[config.mk]
export PLATFORM = sky130hd
export DESIGN_NAME = pin_change_interrupt
export DESIGN_NICKNAME = d
export VERILOG_FILES = /design/src/pkg/pin_change_interrupt_pkg.sv /design/src/hdl/pin_change_interrupt.sv
export VERILOG_INCLUDE_DIRS = /design/src /design/src/pkg
export SDC_FILE = /design/constraint.sdc
export NUM_CORES = 1
export LEC_CHECK = 0
export ABC_AREA = 1
export BUFFER_PORTS_ARGS = -buffer_cell sky130_fd_sc_hd__buf_2
export CAP_MARGIN = 10
export CORE_UTILIZATION = 55
export DETAILED_ROUTE_END_ITERATION = 8
export PLACE_DENSITY = 0.82
export SLEW_MARGIN = 10
export SYNTH_ARGS = -nofsm -noshare
export SYNTH_HDL_FRONTEND = slang
export SYNTH_SLANG_ARGS = --single-unit
export TNS_END_PERCENT = 5
[constraint.sdc]
create_clock -name clk_sys_in -period 1.97 [get_ports clk_sys_in]
set_input_delay 0.394 -clock clk_sys_in [delete_from_list [all_inputs] [get_ports clk_sys_in]]
set_output_delay 0.394 -clock clk_sys_in [all_outputs]
set_load 0.05 [all_outputs]
[src/pkg/pin_change_interrupt_regs.svh]
// Purpose: Register map, field positions and reset values of the pin-change interrupt block
// Assumes: Byte addresses on a 32-bit Avalon-MM slave, one register per aligned word
// Notes:   Definitions only
`ifndef PIN_CHANGE_INTERRUPT_REGS_SVH
`define PIN_CHANGE_INTERRUPT_REGS_SVH

`define PCI_ADDR_W          5
`define PCI_OFS_THRESHOLD   5'h00
`define PCI_OFS_CORE_CTRL   5'h04
`define PCI_OFS_RISE_EN     5'h08
`define PCI_OFS_FALL_EN     5'h0C
`define PCI_OFS_FLAGS       5'h10
`define PCI_OFS_EVT_STATUS  5'h14
`define PCI_OFS_EVT_MASK    5'h18
`define PCI_OFS_PIN_LEVEL   5'h1C

`define PCI_BIT_MASTER_EN   3
`define PCI_BIT_SUMMARY     0

`define PCI_RST_THRESHOLD   8'h00
`define PCI_RST_RISE_EN     8'h00
`define PCI_RST_FALL_EN     8'h00
`define PCI_RST_FLAGS       8'h00
`define PCI_RST_EVT_STATUS  8'h00
`define PCI_RST_EVT_MASK    8'hFF
`define PCI_RST_MASTER_EN   1'b0
`define PCI_READ_UNMAPPED   32'h0000_0000

`endif

[src/pkg/pin_change_interrupt_pkg.sv]
// Purpose: Types shared by the pin-change interrupt block
// Assumes: Nothing beyond the register header
// Notes:   Holds the bus phase enumeration only
package pin_change_interrupt_pkg;

  typedef enum logic [0:0] {
    BUS_WAIT = 1'b0,
    BUS_ACK  = 1'b1
  } bus_phase_t;

endpackage : pin_change_interrupt_pkg

[src/hdl/pin_change_interrupt.sv]
// Purpose: Pin-change interrupt logic with per-pin edge enables, sticky flags and wake
// Assumes: Pin inputs synchronous to clk_sys_in; Avalon-MM slave with waitrequest
// Notes:   Every access takes two cycles: one wait cycle, then one ack cycle
`timescale 1ns/10ps
`include "pin_change_interrupt_regs.svh"

// How it works
// - Per pin, threshold bit one takes the Schmitt input and zero the TTL input, for reads and edges.
// - Bits 7-6 of threshold, rising-enable, falling-enable and flag registers read as zero.
// - The interrupt line is high only while the master enable is set and some pin flag is set.
// - With the master enable clear, edges still set pin flags but raise no interrupt.
// - A rising-enable bit of one arms the pin's positive-edge detector, zero disables it.
// - A falling-enable bit of one arms the pin's negative-edge detector, zero disables it.
// - With both enables set, a pin reacts to edges of either polarity.
// - An enabled rising or falling edge sets the pin flag, which stays set until software clears it.
// - The summary flag in the core control register is the OR of all pin flags.
// - Software clears a pin flag by writing zero to it.
// - An enabled edge in the cycle of a flag write leaves that flag set whatever was written.
// - With the master enable set, an enabled edge wakes the device from sleep.
// - An edge seen in sleep sets its flag no later than the wake pulse.
module pin_change_interrupt #(
  parameter int NUM_PINS = 6
) (
  input  wire logic                   clk_sys_in,
  input  wire logic                   reset_n_in,
  input  wire logic [NUM_PINS-1:0]    pin_schmitt_in,
  input  wire logic [NUM_PINS-1:0]    pin_ttl_in,
  input  wire logic                   sleep_in,
  input  wire logic [`PCI_ADDR_W-1:0] avs_address_in,
  input  wire logic                   avs_read_in,
  input  wire logic                   avs_write_in,
  input  wire logic [31:0]            avs_writedata_in,
  input  wire logic [3:0]             avs_byteenable_in,
  output logic [31:0]                 avs_readdata_out,
  output logic                        avs_waitrequest_out,
  output logic                        irq_out,
  output logic                        wake_out,
  output logic [NUM_PINS-1:0]         pin_level_out
);

  if (NUM_PINS < 1 || NUM_PINS > 6) begin : g_bad_pins
    $error("NUM_PINS must lie between 1 and 6");
  end

  localparam int PAD = 32 - NUM_PINS;

  // Register state
  logic [NUM_PINS-1:0] threshold_sel;
  logic [NUM_PINS-1:0] rise_en;
  logic [NUM_PINS-1:0] fall_en;
  logic [NUM_PINS-1:0] flags;
  logic [NUM_PINS-1:0] evt_status;
  logic [NUM_PINS-1:0] evt_mask;
  logic                master_en;

  // Input path
  logic [NUM_PINS-1:0] pin_meta;
  logic [NUM_PINS-1:0] pin_sync;
  logic [NUM_PINS-1:0] pin_prev;
  logic [NUM_PINS-1:0] pin_chosen;
  logic [NUM_PINS-1:0] rise_pulse;
  logic [NUM_PINS-1:0] fall_pulse;
  logic [NUM_PINS-1:0] edge_hit;

  // Bus path
  pin_change_interrupt_pkg::bus_phase_t bus_phase;
  pin_change_interrupt_pkg::bus_phase_t next_bus_phase;
  logic                bus_req;
  logic                bus_done;
  logic                wr_done;
  logic                rd_done;
  logic                wr_low;
  logic                sel_thresh;
  logic                sel_ctrl;
  logic                sel_rise;
  logic                sel_fall;
  logic                sel_flags;
  logic                sel_status;
  logic                sel_mask;
  logic                sel_level;
  logic [NUM_PINS-1:0] wr_pins;
  logic [31:0]         rd_value;
  logic                summary;
  logic                status_rd_clear;
  logic [NUM_PINS-1:0] next_flags;
  logic [NUM_PINS-1:0] next_evt_status;
  logic                next_irq;
  logic                next_wake;

  // Threshold choice per pin
  genvar gi;
  for (gi = 0; gi < NUM_PINS; gi++) begin : g_pin
    assign pin_chosen[gi] = threshold_sel[gi] ? pin_schmitt_in[gi] : pin_ttl_in[gi];
  end

  // Two-stage synchroniser, then one stage of history
  always_ff @(posedge clk_sys_in or negedge reset_n_in) begin
    if (!reset_n_in) begin
      pin_meta <= '0;
      pin_sync <= '0;
      pin_prev <= '0;
    end else begin
      pin_meta <= pin_chosen;
      pin_sync <= pin_meta;
      pin_prev <= pin_sync;
    end
  end

  assign rise_pulse = pin_sync & ~pin_prev;
  assign fall_pulse = ~pin_sync & pin_prev;
  assign edge_hit   = (rise_pulse & rise_en)
                    | (fall_pulse & fall_en);

  // Bus decode
  assign bus_req    = avs_read_in | avs_write_in;
  assign bus_done   = bus_req && (bus_phase == pin_change_interrupt_pkg::BUS_ACK);
  assign wr_done    = bus_done && avs_write_in;
  assign rd_done    = bus_done && avs_read_in;
  assign wr_low     = wr_done && avs_byteenable_in[0];
  assign wr_pins    = avs_writedata_in[NUM_PINS-1:0];
  assign sel_thresh = (avs_address_in == `PCI_OFS_THRESHOLD);
  assign sel_ctrl   = (avs_address_in == `PCI_OFS_CORE_CTRL);
  assign sel_rise   = (avs_address_in == `PCI_OFS_RISE_EN);
  assign sel_fall   = (avs_address_in == `PCI_OFS_FALL_EN);
  assign sel_flags  = (avs_address_in == `PCI_OFS_FLAGS);
  assign sel_status = (avs_address_in == `PCI_OFS_EVT_STATUS);
  assign sel_mask   = (avs_address_in == `PCI_OFS_EVT_MASK);
  assign sel_level  = (avs_address_in == `PCI_OFS_PIN_LEVEL);

  assign summary = |flags;

  // Upper bits pad with zero
  assign rd_value = sel_thresh ? {{PAD{1'b0}}, threshold_sel} :
                    sel_ctrl   ? {28'h000_0000, master_en, 2'b00, summary} :
                    sel_rise   ? {{PAD{1'b0}}, rise_en} :
                    sel_fall   ? {{PAD{1'b0}}, fall_en} :
                    sel_flags  ? {{PAD{1'b0}}, flags} :
                    sel_status ? {{PAD{1'b0}}, evt_status} :
                    sel_mask   ? {{PAD{1'b0}}, evt_mask} :
                    sel_level  ? {{PAD{1'b0}}, pin_sync} :
                    `PCI_READ_UNMAPPED;

  // Hardware set wins over any write in the same cycle
  assign next_flags = (wr_low && sel_flags) ? (wr_pins | edge_hit)
                                            : (flags | edge_hit);
  assign status_rd_clear = rd_done && sel_status;
  assign next_evt_status = status_rd_clear ? edge_hit : (evt_status | edge_hit);

  // Interrupt needs the master enable and a live pin flag
  assign next_irq  = master_en && |(next_flags & evt_mask);
  assign next_wake = sleep_in && master_en && |edge_hit;

  assign next_bus_phase = (bus_req && bus_phase == pin_change_interrupt_pkg::BUS_WAIT)
                        ? pin_change_interrupt_pkg::BUS_ACK
                        : pin_change_interrupt_pkg::BUS_WAIT;

  // Bus handshake: one wait cycle, data loaded with the ack
  always_ff @(posedge clk_sys_in or negedge reset_n_in) begin
    if (!reset_n_in) begin
      bus_phase           <= pin_change_interrupt_pkg::BUS_WAIT;
      avs_waitrequest_out <= 1'b1;
      avs_readdata_out    <= 32'h0000_0000;
    end else begin
      bus_phase           <= next_bus_phase;
      avs_waitrequest_out <= (next_bus_phase != pin_change_interrupt_pkg::BUS_ACK);
      if (avs_read_in && next_bus_phase == pin_change_interrupt_pkg::BUS_ACK) begin
        avs_readdata_out <= rd_value;
      end
    end
  end

  // Configuration registers
  always_ff @(posedge clk_sys_in or negedge reset_n_in) begin
    if (!reset_n_in) begin
      threshold_sel <= NUM_PINS'(`PCI_RST_THRESHOLD);
      rise_en       <= NUM_PINS'(`PCI_RST_RISE_EN);
      fall_en       <= NUM_PINS'(`PCI_RST_FALL_EN);
      evt_mask      <= NUM_PINS'(`PCI_RST_EVT_MASK);
      master_en     <= `PCI_RST_MASTER_EN;
    end else if (wr_low) begin
      if (sel_thresh) begin
        threshold_sel <= wr_pins;
      end
      if (sel_rise) begin
        rise_en <= wr_pins;
      end
      if (sel_fall) begin
        fall_en <= wr_pins;
      end
      if (sel_mask) begin
        evt_mask <= wr_pins;
      end
      if (sel_ctrl) begin
        master_en <= avs_writedata_in[`PCI_BIT_MASTER_EN];
      end
    end
  end

  // Flags, event log and outputs
  always_ff @(posedge clk_sys_in or negedge reset_n_in) begin
    if (!reset_n_in) begin
      flags         <= NUM_PINS'(`PCI_RST_FLAGS);
      evt_status    <= NUM_PINS'(`PCI_RST_EVT_STATUS);
      irq_out       <= 1'b0;
      wake_out      <= 1'b0;
      pin_level_out <= '0;
    end else begin
      flags         <= next_flags;
      evt_status    <= next_evt_status;
      irq_out       <= next_irq;
      wake_out      <= next_wake;
      pin_level_out <= pin_sync;
    end
  end

  // Checks

  AST_THRESH_SELECT: assert property (@(posedge clk_sys_in) disable iff (!reset_n_in)
    ##2 pin_meta == $past(pin_chosen))
    else $error("Synchroniser did not take the selected threshold input");

  AST_UPPER_ZERO: assert property (@(posedge clk_sys_in) disable iff (!reset_n_in)
    (!avs_waitrequest_out && avs_read_in && (sel_thresh || sel_rise || sel_fall || sel_flags))
      |-> avs_readdata_out[7:6] == 2'b00)
    else $error("Unimplemented upper bits read as one");

  AST_IRQ_CAUSE: assert property (@(posedge clk_sys_in) disable iff (!reset_n_in)
    irq_out |-> $past(master_en) && ($past(flags) != '0 || $past(edge_hit) != '0))
    else $error("Interrupt raised without master enable and a flag");

  AST_IRQ_RAISE: assert property (@(posedge clk_sys_in) disable iff (!reset_n_in)
    (master_en && (flags & evt_mask) != '0 && !(wr_low && (sel_flags || sel_ctrl || sel_mask)))
      |=> irq_out)
    else $error("Interrupt missing while enabled flag stands");

  AST_NO_IRQ_DISABLED: assert property (@(posedge clk_sys_in) disable iff (!reset_n_in)
    (!master_en && edge_hit != '0) |=> (flags != '0) && !irq_out)
    else $error("Disabled master enable blocked flags or raised interrupt");

  AST_RISE_SETS: assert property (@(posedge clk_sys_in) disable iff (!reset_n_in)
    (pin_sync[0] && !pin_prev[0] && rise_en[0]) |=> flags[0])
    else $error("Enabled rising edge did not set its flag");

  AST_FALL_SETS: assert property (@(posedge clk_sys_in) disable iff (!reset_n_in)
    (!pin_sync[0] && pin_prev[0] && fall_en[0]) |=> flags[0])
    else $error("Enabled falling edge did not set its flag");

  AST_NO_SPURIOUS: assert property (@(posedge clk_sys_in) disable iff (!reset_n_in)
    (!$past(flags[0]) && flags[0]) |->
      ($past(rise_pulse[0] && rise_en[0]) || $past(fall_pulse[0] && fall_en[0])
       || $past(wr_low && sel_flags && wr_pins[0])))
    else $error("Flag set without an enabled edge or a write");

  AST_STICKY: assert property (@(posedge clk_sys_in) disable iff (!reset_n_in)
    (flags[0] && !(wr_low && sel_flags)) |=> flags[0])
    else $error("Flag dropped without a software write");

  AST_SUMMARY: assert property (@(posedge clk_sys_in) disable iff (!reset_n_in)
    (!avs_waitrequest_out && avs_read_in && sel_ctrl)
      |-> avs_readdata_out[`PCI_BIT_SUMMARY] == $past(|flags))
    else $error("Summary flag differs from OR of pin flags");

  AST_WRITE_CLEAR: assert property (@(posedge clk_sys_in) disable iff (!reset_n_in)
    (wr_low && sel_flags && !wr_pins[0] && !edge_hit[0]) |=> !flags[0])
    else $error("Writing zero did not clear the flag");

  AST_SET_WINS: assert property (@(posedge clk_sys_in) disable iff (!reset_n_in)
    (wr_low && sel_flags && edge_hit[0]) |=> flags[0])
    else $error("Edge lost during flag write");

  AST_WAKE: assert property (@(posedge clk_sys_in) disable iff (!reset_n_in)
    (sleep_in && master_en && edge_hit != '0) |=> wake_out)
    else $error("Enabled edge in sleep did not wake");

  AST_WAKE_FLAG: assert property (@(posedge clk_sys_in) disable iff (!reset_n_in)
    wake_out |-> flags != '0 || $past(wr_low && sel_flags))
    else $error("Wake pulse without its flag set");

  AST_EDGE_ONE_CYCLE: assert property (@(posedge clk_sys_in) disable iff (!reset_n_in)
    rise_pulse[0] |=> !rise_pulse[0])
    else $error("Edge pulse lasted more than one cycle");

  AST_BUS_ONE_WAIT: assert property (@(posedge clk_sys_in) disable iff (!reset_n_in)
    $rose(bus_req) && avs_waitrequest_out |=> !avs_waitrequest_out ##1 avs_waitrequest_out)
    else $error("Bus answer not after exactly one wait cycle");

  // Further checks, some over the whole vector so that pins above bit 0 are guarded as well

  AST_THRESH_MUX: assert property (@(posedge clk_sys_in) disable iff (!reset_n_in)
    pin_chosen == ((threshold_sel & pin_schmitt_in) | (~threshold_sel & pin_ttl_in)))
    else $error("Chosen pin view does not follow the threshold select");

  AST_LEVEL_FOLLOWS: assert property (@(posedge clk_sys_in) disable iff (!reset_n_in)
    pin_level_out == $past(pin_sync))
    else $error("Pin level output lags the synchronised view");

  AST_UPPER_WIDE: assert property (@(posedge clk_sys_in) disable iff (!reset_n_in)
    (!avs_waitrequest_out && avs_read_in && (sel_thresh || sel_rise || sel_fall || sel_flags))
      |-> avs_readdata_out[31:NUM_PINS] == '0)
    else $error("Unimplemented upper bits not zero");

  AST_IRQ_NEEDS_FLAG: assert property (@(posedge clk_sys_in) disable iff (!reset_n_in)
    irq_out |-> $past(next_flags) != '0)
    else $error("Interrupt raised with no pin flag");

  AST_IRQ_MASTER_OFF: assert property (@(posedge clk_sys_in) disable iff (!reset_n_in)
    !$past(master_en) |-> !irq_out)
    else $error("Interrupt raised with master enable clear");

  AST_RISE_MASKED: assert property (@(posedge clk_sys_in) disable iff (!reset_n_in)
    (rise_pulse[0] && !rise_en[0]) |-> !edge_hit[0])
    else $error("Rising edge counted with its enable clear");

  AST_FALL_MASKED: assert property (@(posedge clk_sys_in) disable iff (!reset_n_in)
    (fall_pulse[0] && !fall_en[0]) |-> !edge_hit[0])
    else $error("Falling edge counted with its enable clear");

  AST_BOTH_EDGES: assert property (@(posedge clk_sys_in) disable iff (!reset_n_in)
    (rise_en[0] && fall_en[0] && (pin_sync[0] != pin_prev[0])) |-> edge_hit[0])
    else $error("Edge missed with both enables set");

  AST_EDGE_FLAGS_ALL: assert property (@(posedge clk_sys_in) disable iff (!reset_n_in)
    edge_hit != '0 |=> (flags & $past(edge_hit)) == $past(edge_hit))
    else $error("Enabled edge did not set every matching flag");

  AST_STICKY_ALL: assert property (@(posedge clk_sys_in) disable iff (!reset_n_in)
    !(wr_low && sel_flags) |=> (flags & $past(flags)) == $past(flags))
    else $error("A pin flag dropped without a write");

  AST_WRITE_VALUE: assert property (@(posedge clk_sys_in) disable iff (!reset_n_in)
    (wr_low && sel_flags) |=> flags == ($past(wr_pins) | $past(edge_hit)))
    else $error("Flag write did not leave written value plus fresh edges");

  AST_WAKE_CAUSE: assert property (@(posedge clk_sys_in) disable iff (!reset_n_in)
    wake_out |-> $past(sleep_in && master_en))
    else $error("Wake pulse while awake or with master enable clear");

  AST_NO_WAKE_OFF: assert property (@(posedge clk_sys_in) disable iff (!reset_n_in)
    !master_en |=> !wake_out)
    else $error("Wake pulse with master enable clear");

  AST_FALL_ONE_CYCLE: assert property (@(posedge clk_sys_in) disable iff (!reset_n_in)
    fall_pulse[0] |=> !fall_pulse[0])
    else $error("Falling edge pulse lasted more than one cycle");

  AST_PULSE_EXCLUSIVE: assert property (@(posedge clk_sys_in) disable iff (!reset_n_in)
    (rise_pulse & fall_pulse) == '0)
    else $error("Rising and falling pulse on one pin together");

  AST_IDLE_WAITS: assert property (@(posedge clk_sys_in) disable iff (!reset_n_in)
    !bus_req |=> avs_waitrequest_out)
    else $error("Waitrequest low without a request");

  AST_STATUS_CLEAR: assert property (@(posedge clk_sys_in) disable iff (!reset_n_in)
    (rd_done && sel_status) |=> evt_status == $past(edge_hit))
    else $error("Event status not cleared by its read");

  AST_CTRL_READBACK: assert property (@(posedge clk_sys_in) disable iff (!reset_n_in)
    (!avs_waitrequest_out && avs_read_in && sel_ctrl)
      |-> avs_readdata_out[`PCI_BIT_MASTER_EN] == $past(master_en))
    else $error("Master enable read back wrong");

endmodule : pin_change_interrupt

Yosys cells after proc, flatten, opt, wreduce, memory -nomap -nowiden
Cells that the tools add are included.
Cells by class
  reduce and logical (&&, ||, !) cells: 20
  bitwise operators: 14
  mux-type cells: 17
  equality and inequality tests: 7
Operator list (count)
  two-way mux 6 bit: 10
  AND 6 bit: 5
  OR 6 bit: 4
  equality test 5 bit, second input constant: 4
  OR reduction 6 bit: 3
  inverter 6 bit: 2
  logical AND 1 bit: 11
  equality test 5 x 4 -> 1 bit, second input constant: 2
  AND reduction 2 bit: 5
  two-way mux 1 bit: 7
  equality test 5 x 3 -> 1 bit, second input constant: 1
  logical NOT 5 bit: 1
  inverter 1 bit: 2
  OR 1 bit: 1
Word-level totals
  register bits: 91
  output and inout port bits: 41
  input bits: 58

Longest topological paths before layout
  depth in word-level cells: 9
  mapped depth: 11
  gate-level depth less buffers: 11

Least setup slack after synthesis
OpenSTA, ideal clock, no wires.
  kind: register -> register
  start point: register pin_level_out[0] (netlist name)
  end point: register irq_out
  library setup time: 0.122 ns
  clock period less this slack: 1.567 ns
  setup slack: 0.403 ns
  data arrival time: 1.445 ns
  required time: 1.848 ns
  cell stages (with the launch flop): 9
  cells stage by stage: dfrtp_1 -> inv_1 -> nand3_1 -> a21boi_0 -> nand3_2 -> nand2_1 -> nand2_1 -> nor2_1 -> a21oi_1
RTL lines
  end signal, assigned: line pin_change_interrupt.sv:210  | irq_out <= next_irq;
  end, declared: line pin_change_interrupt.sv:36  | output logic irq_out,

Worst setup path in the final report
  start point: register bus_phase
  end point: register irq_out
On the way
  longest elaborated chain between the ends: 8
Ends and longest elaborated chain
  start, declared: line pin_change_interrupt.sv:66  | pin_change_interrupt_pkg::bus_phase_t bus_phase;
  start signal, assigned: line pin_change_interrupt.sv:160  | bus_phase <= pin_change_interrupt_pkg::BUS_WAIT;
  start signal, assigned: line pin_change_interrupt.sv:164  | bus_phase <= next_bus_phase;
  logical AND 1 bit: line pin_change_interrupt.sv:116  | assign bus_done = bus_req && (bus_phase == pin_change_interrupt_pkg::BUS_ACK);
  logical AND 1 bit: line pin_change_interrupt.sv:117  | assign wr_done = bus_done && avs_write_in;
  logical AND 1 bit: line pin_change_interrupt.sv:119  | assign wr_low = wr_done && avs_byteenable_in[0];
  logical AND 1 bit: line pin_change_interrupt.sv:144  | assign next_flags = (wr_low && sel_flags) ? (wr_pins | edge_hit)
  two-way mux 6 bit: line pin_change_interrupt.sv:144
  net next_flags[1]: line pin_change_interrupt.sv:85  | logic [NUM_PINS-1:0] next_flags;
  AND 6 bit: line pin_change_interrupt.sv:150  | assign next_irq = master_en && |(next_flags & evt_mask);
  OR reduction 6 bit: line pin_change_interrupt.sv:150
  logical AND 1 bit: line pin_change_interrupt.sv:150
  net next_irq: line pin_change_interrupt.sv:87  | logic next_irq;
The timed path passes the listed nets, and every way through them passes these cells.
A chain may end at the register's enable or synchronous reset.

==> impl.org <==
** Synth
- Sorting the synthesized cells by how often they occur yields 104 x nand2_1, 58 x dfrtp_1, 33 x inv_1.
- Count of state elements after synthesis :: 65
- In the post-synthesis netlist, the biggest area contributors are dfrtp_1 44%, nand2_1 12%, buf_4 6.4%, dfstp_2 5.6%, inv_1 3.8%.
- Cell area after synthesis :: 3280 µm²
- During synthesis, Yosys emitted a total of 0 warnings.
- Of the post-synthesis cell area, the dominant cell type holds 0.442.
- Library cell with the highest instance count after synthesis :: nand2_1
- Proportion of synthesized chip area in sequential cells :: 0.498
- Counting flops with a built-in enable in the synthesized netlist gives 0.
- The largest total area in the synthesized netlist belongs to dfrtp_1.
- After synthesis, the mean cell area works out to 8.85 µm².
- Share of synthesized flip-flops with an asynchronous set or reset :: 1.00
- Number of distinct standard cells referenced by the synthesized netlist :: 34
- Counting every instance in the synthesized netlist gives 371.
- The most used flip-flop cell after synthesis is dfrtp_1.

** Routing
- Post-DRT Antenna Nets :: 0
- Total number of vias :: 2559
- Detailed-route DRC error count :: 0
- Drt first pass iters :: 4
- Post-Route WL :: between 7 and 8 mm
- Iteration-0 DRC count of the detailed router :: ~220
- Vias per Instance :: 5.10
- Dividing the detail-routed wire length by the instance count gives 14.2 µm.

** Place
- Number of port buffers :: 43
- At the end of routability-driven placement, the weighted congestion stood at between 0.9 and 1.
- HPWL after detailed placement :: 5.23 mm

** CTS
- In this run, CTS created clock tree buffers numbering 9.
- The H-tree generated during clock tree synthesis spans 3 levels.
- After clock tree synthesis, the flow added hold-fix buffers numbering 0.
- The tree is rooted in a clkbuf_8.
- CTS tree :: built
- Worst skew pair latency :: 0.34 ns
- Clock-pin slew was measured on the worst setup and hold paths at about 0.070 ns.
- Number of buffers inserted by post-CTS setup repair :: 0
- Count of cells resized by post-cts repair :: 0
- TritonCTS sink count :: 65
- Clock tree buffer depth :: 2

** STA
- Clock period minus worst slack :: 1.55 ns
- The number of hold violations in the final report came to 0.
- Based on the critical path, the design can be clocked at up to 0.646 GHz.
- Post-route clock period utilization :: 0.786
- At the pin with the least slew margin, the transition time is between 0.5 and 0.6 ns.
- Total setup violations reported at the end of the flow :: 0
- Worst relative slew slack :: 0.658
- Setup repair after global routing missed its margin :: false
- Clock tree skew after final layout :: 0.00564 ns
- After routing, the total negative slack on setup checks comes to 0 ns.
- The max-slew violation count is 0.

** Die
- DIE WIDTH :: about 80 µm
- Vertical die dimension :: 79.2 µm
- DIE AREA :: 6280 µm²
- The core region is 5640 µm².
- For this design the top-level I/O count stands at 99.
- Standard-cell rows :: 27
- For this configuration, the core starts out at a cell density of 0.582.

** Pwr
- Leak :: 1.85 nW
- The completed layout was analyzed and its total power is 0.00313 W.
- VDD sags by at most 0.512 mV.
- For this design the ratio of total power to cell area is roughly 850 nW/µm².

** Global routing
- Largest net degree at the start of global routing :: 45
- Met2 track utilization from global routing :: 0.397
- GRT Resource Usage Total :: 0.262
- In this run the most used layer during global routing was met2.
- For this run, global-route usage on met1 was measured as 0.358.
- Global-route wire length before repair :: around 12 mm
- Routing usage on met3 :: 0.0483
- Number of global-route vias before repair :: 2445
- After global routing the overflow that remains totals 0.
- The number of antenna violations at the first check in global routing is 0.

** Finish
- Of the cells placed in the final design, the portion with a size suffix greater than 1 is 0.258.
- Synthesis-to-layout area growth :: 11.6%
- The number of antenna diodes in the final layout is 0.
- The final layout contains about 480 nets.

** Worst setup path
- Required arrival time at the worst endpoint :: 2.20 ns
- Type of origin of the critical path :: flip-flop
- Setup Crit Path Kind :: flip-flop to flip-flop
- Data arrival at the endpoint of the critical path :: 1.77 ns
- Maximum net fanout on the critical path :: 10
- CP Capture Type :: flip-flop

** Worst hold path
- Hold crit path type :: input port to async pin

** Flow run
- Max-cap violations in this run came to 0.

** Run status
- Run status :: finished, final reports clean
-- power by group --
group | internal (W) | total [W] | switching [W]
combinational | 0.000151 | 0.000602 | 0.000451
clock | 0.000495 | 0.000967 | 0.000472
sequential | 0.00148 | 0.00156 | 0.0000862
total | 0.00212 | 0.00313 | 0.00101
-- critical path, cell delays in order, from the launching register on --
cell	delay (ns)
dfrtp_1	0.36
nand2_1	0.09
nor2_4	0.31
nand3_4	0.16
nand2_1	0.10
nand3_2	0.07
nand2_1	0.11
nand2_1	0.06
nor2_1	0.10
a21oi_1	0.07
-- cells in the final DEF (no fill, tap or decap), types with 5 or more instances in the layout --
cell type,n
o21ai_0,15
o21ai_1,12
dfstp_2,7
inv_2,5
inv_1,33
dfrtp_1,58
buf_4,6
clkbuf_1,6
nand3_1,21
nand2_1,104
clkbuf_8,10
buf_2,43
a21oi_1,9
o21ai_2,8
nor2_1,20
conb_1,26
nor2_4,8
nand3_2,7
-- state kept, by name, summed over array words and instances, names as in the netlist, 6 cells and up --
| name | count |
|---|---|
| evt_mask | 6 |
| pin_level_out | 6 |
| flags | 6 |
| evt_status | 6 |
| avs_readdata_out | 6 |
| pin_sync | 6 |
| rise_en | 6 |
| pin_meta | 6 |
| fall_en | 6 |
| threshold_sel | 6 |
-- stage by stage --
| step | area [µm²] | setup slack [ns] | instances | util | hold slack [ns] |
|---|---|---|---|---|---|
| after floorplan | 3380 | 0.403 | 396 | - | 0.0984 |
| after global placement | 3500 | 0.285 | 486 | 0.621 | 0.331 |
| after detailed placement | 3500 | 0.194 | 486 | 0.621 | 0.338 |
| after CTS | 3660 | 0.435 | 502 | 0.649 | 0.00820 |
| after global routing | 3660 | 0.306 | 502 | 0.649 | 0.0430 |
| final | 3660 | 0.422 | 502 | 0.649 | 0.0117 |
-- routing by layer --
layer | up-vias | share of wire
met1 | 1223 | 0.45
li1 | 1243 | -
met4 | 0 | 0.014
met5 | - | 0
met3 | 9 | 0.064
met2 | 84 | 0.48
-- logic make-up (layout without fill, tap and decap cells) --
group / count (synthesis) / in the layout / share of synthesized area
other: 1 / 26 / 0.00114
AND/OR/NAND/NOR: 177 / 177 / 0.270
AO/OA/AOI/OAI: 54 / 54 / 0.0991
buffers and inverters: 70 / 104 / 0.117
multiplexers: 4 / 4 / 0.0137
flip-flops: 65 / 65 / 0.498
-- final timing paths --
path	slack [ns]	endpoint	cells after the start	startpoint
setup / recovery	0.42	irq_out$_DFF_PN0_	9	bus_phase$_DFF_PN0_
hold / removal	0.01	pin_meta[4]$_DFF_PN0_	1	reset_n_in
setup reg to reg	0.42	irq_out$_DFF_PN0_	9	bus_phase$_DFF_PN0_
hold reg to reg	0.35	pin_sync[0]$_DFF_PN0_	0	pin_meta[0]$_DFF_PN0_
max in group asynchronous	1.29	evt_mask[5]$_DFFE_PN1P_	2	reset_n_in
min in group clk_sys_in	0.24	pin_meta[0]$_DFF_PN0_	3	pin_ttl_in[0]
-- layout make-up --
cell class              count  area (µm²)
repair buffers             50         280
flip-flops and latches     65        1640
well taps                  72        90.1
inverters                  38         143
multi-input cells         261        1360
fillers                   480        1980
clock buffers              16         160
Note: power is estimated with default switching activity, not from simulation.
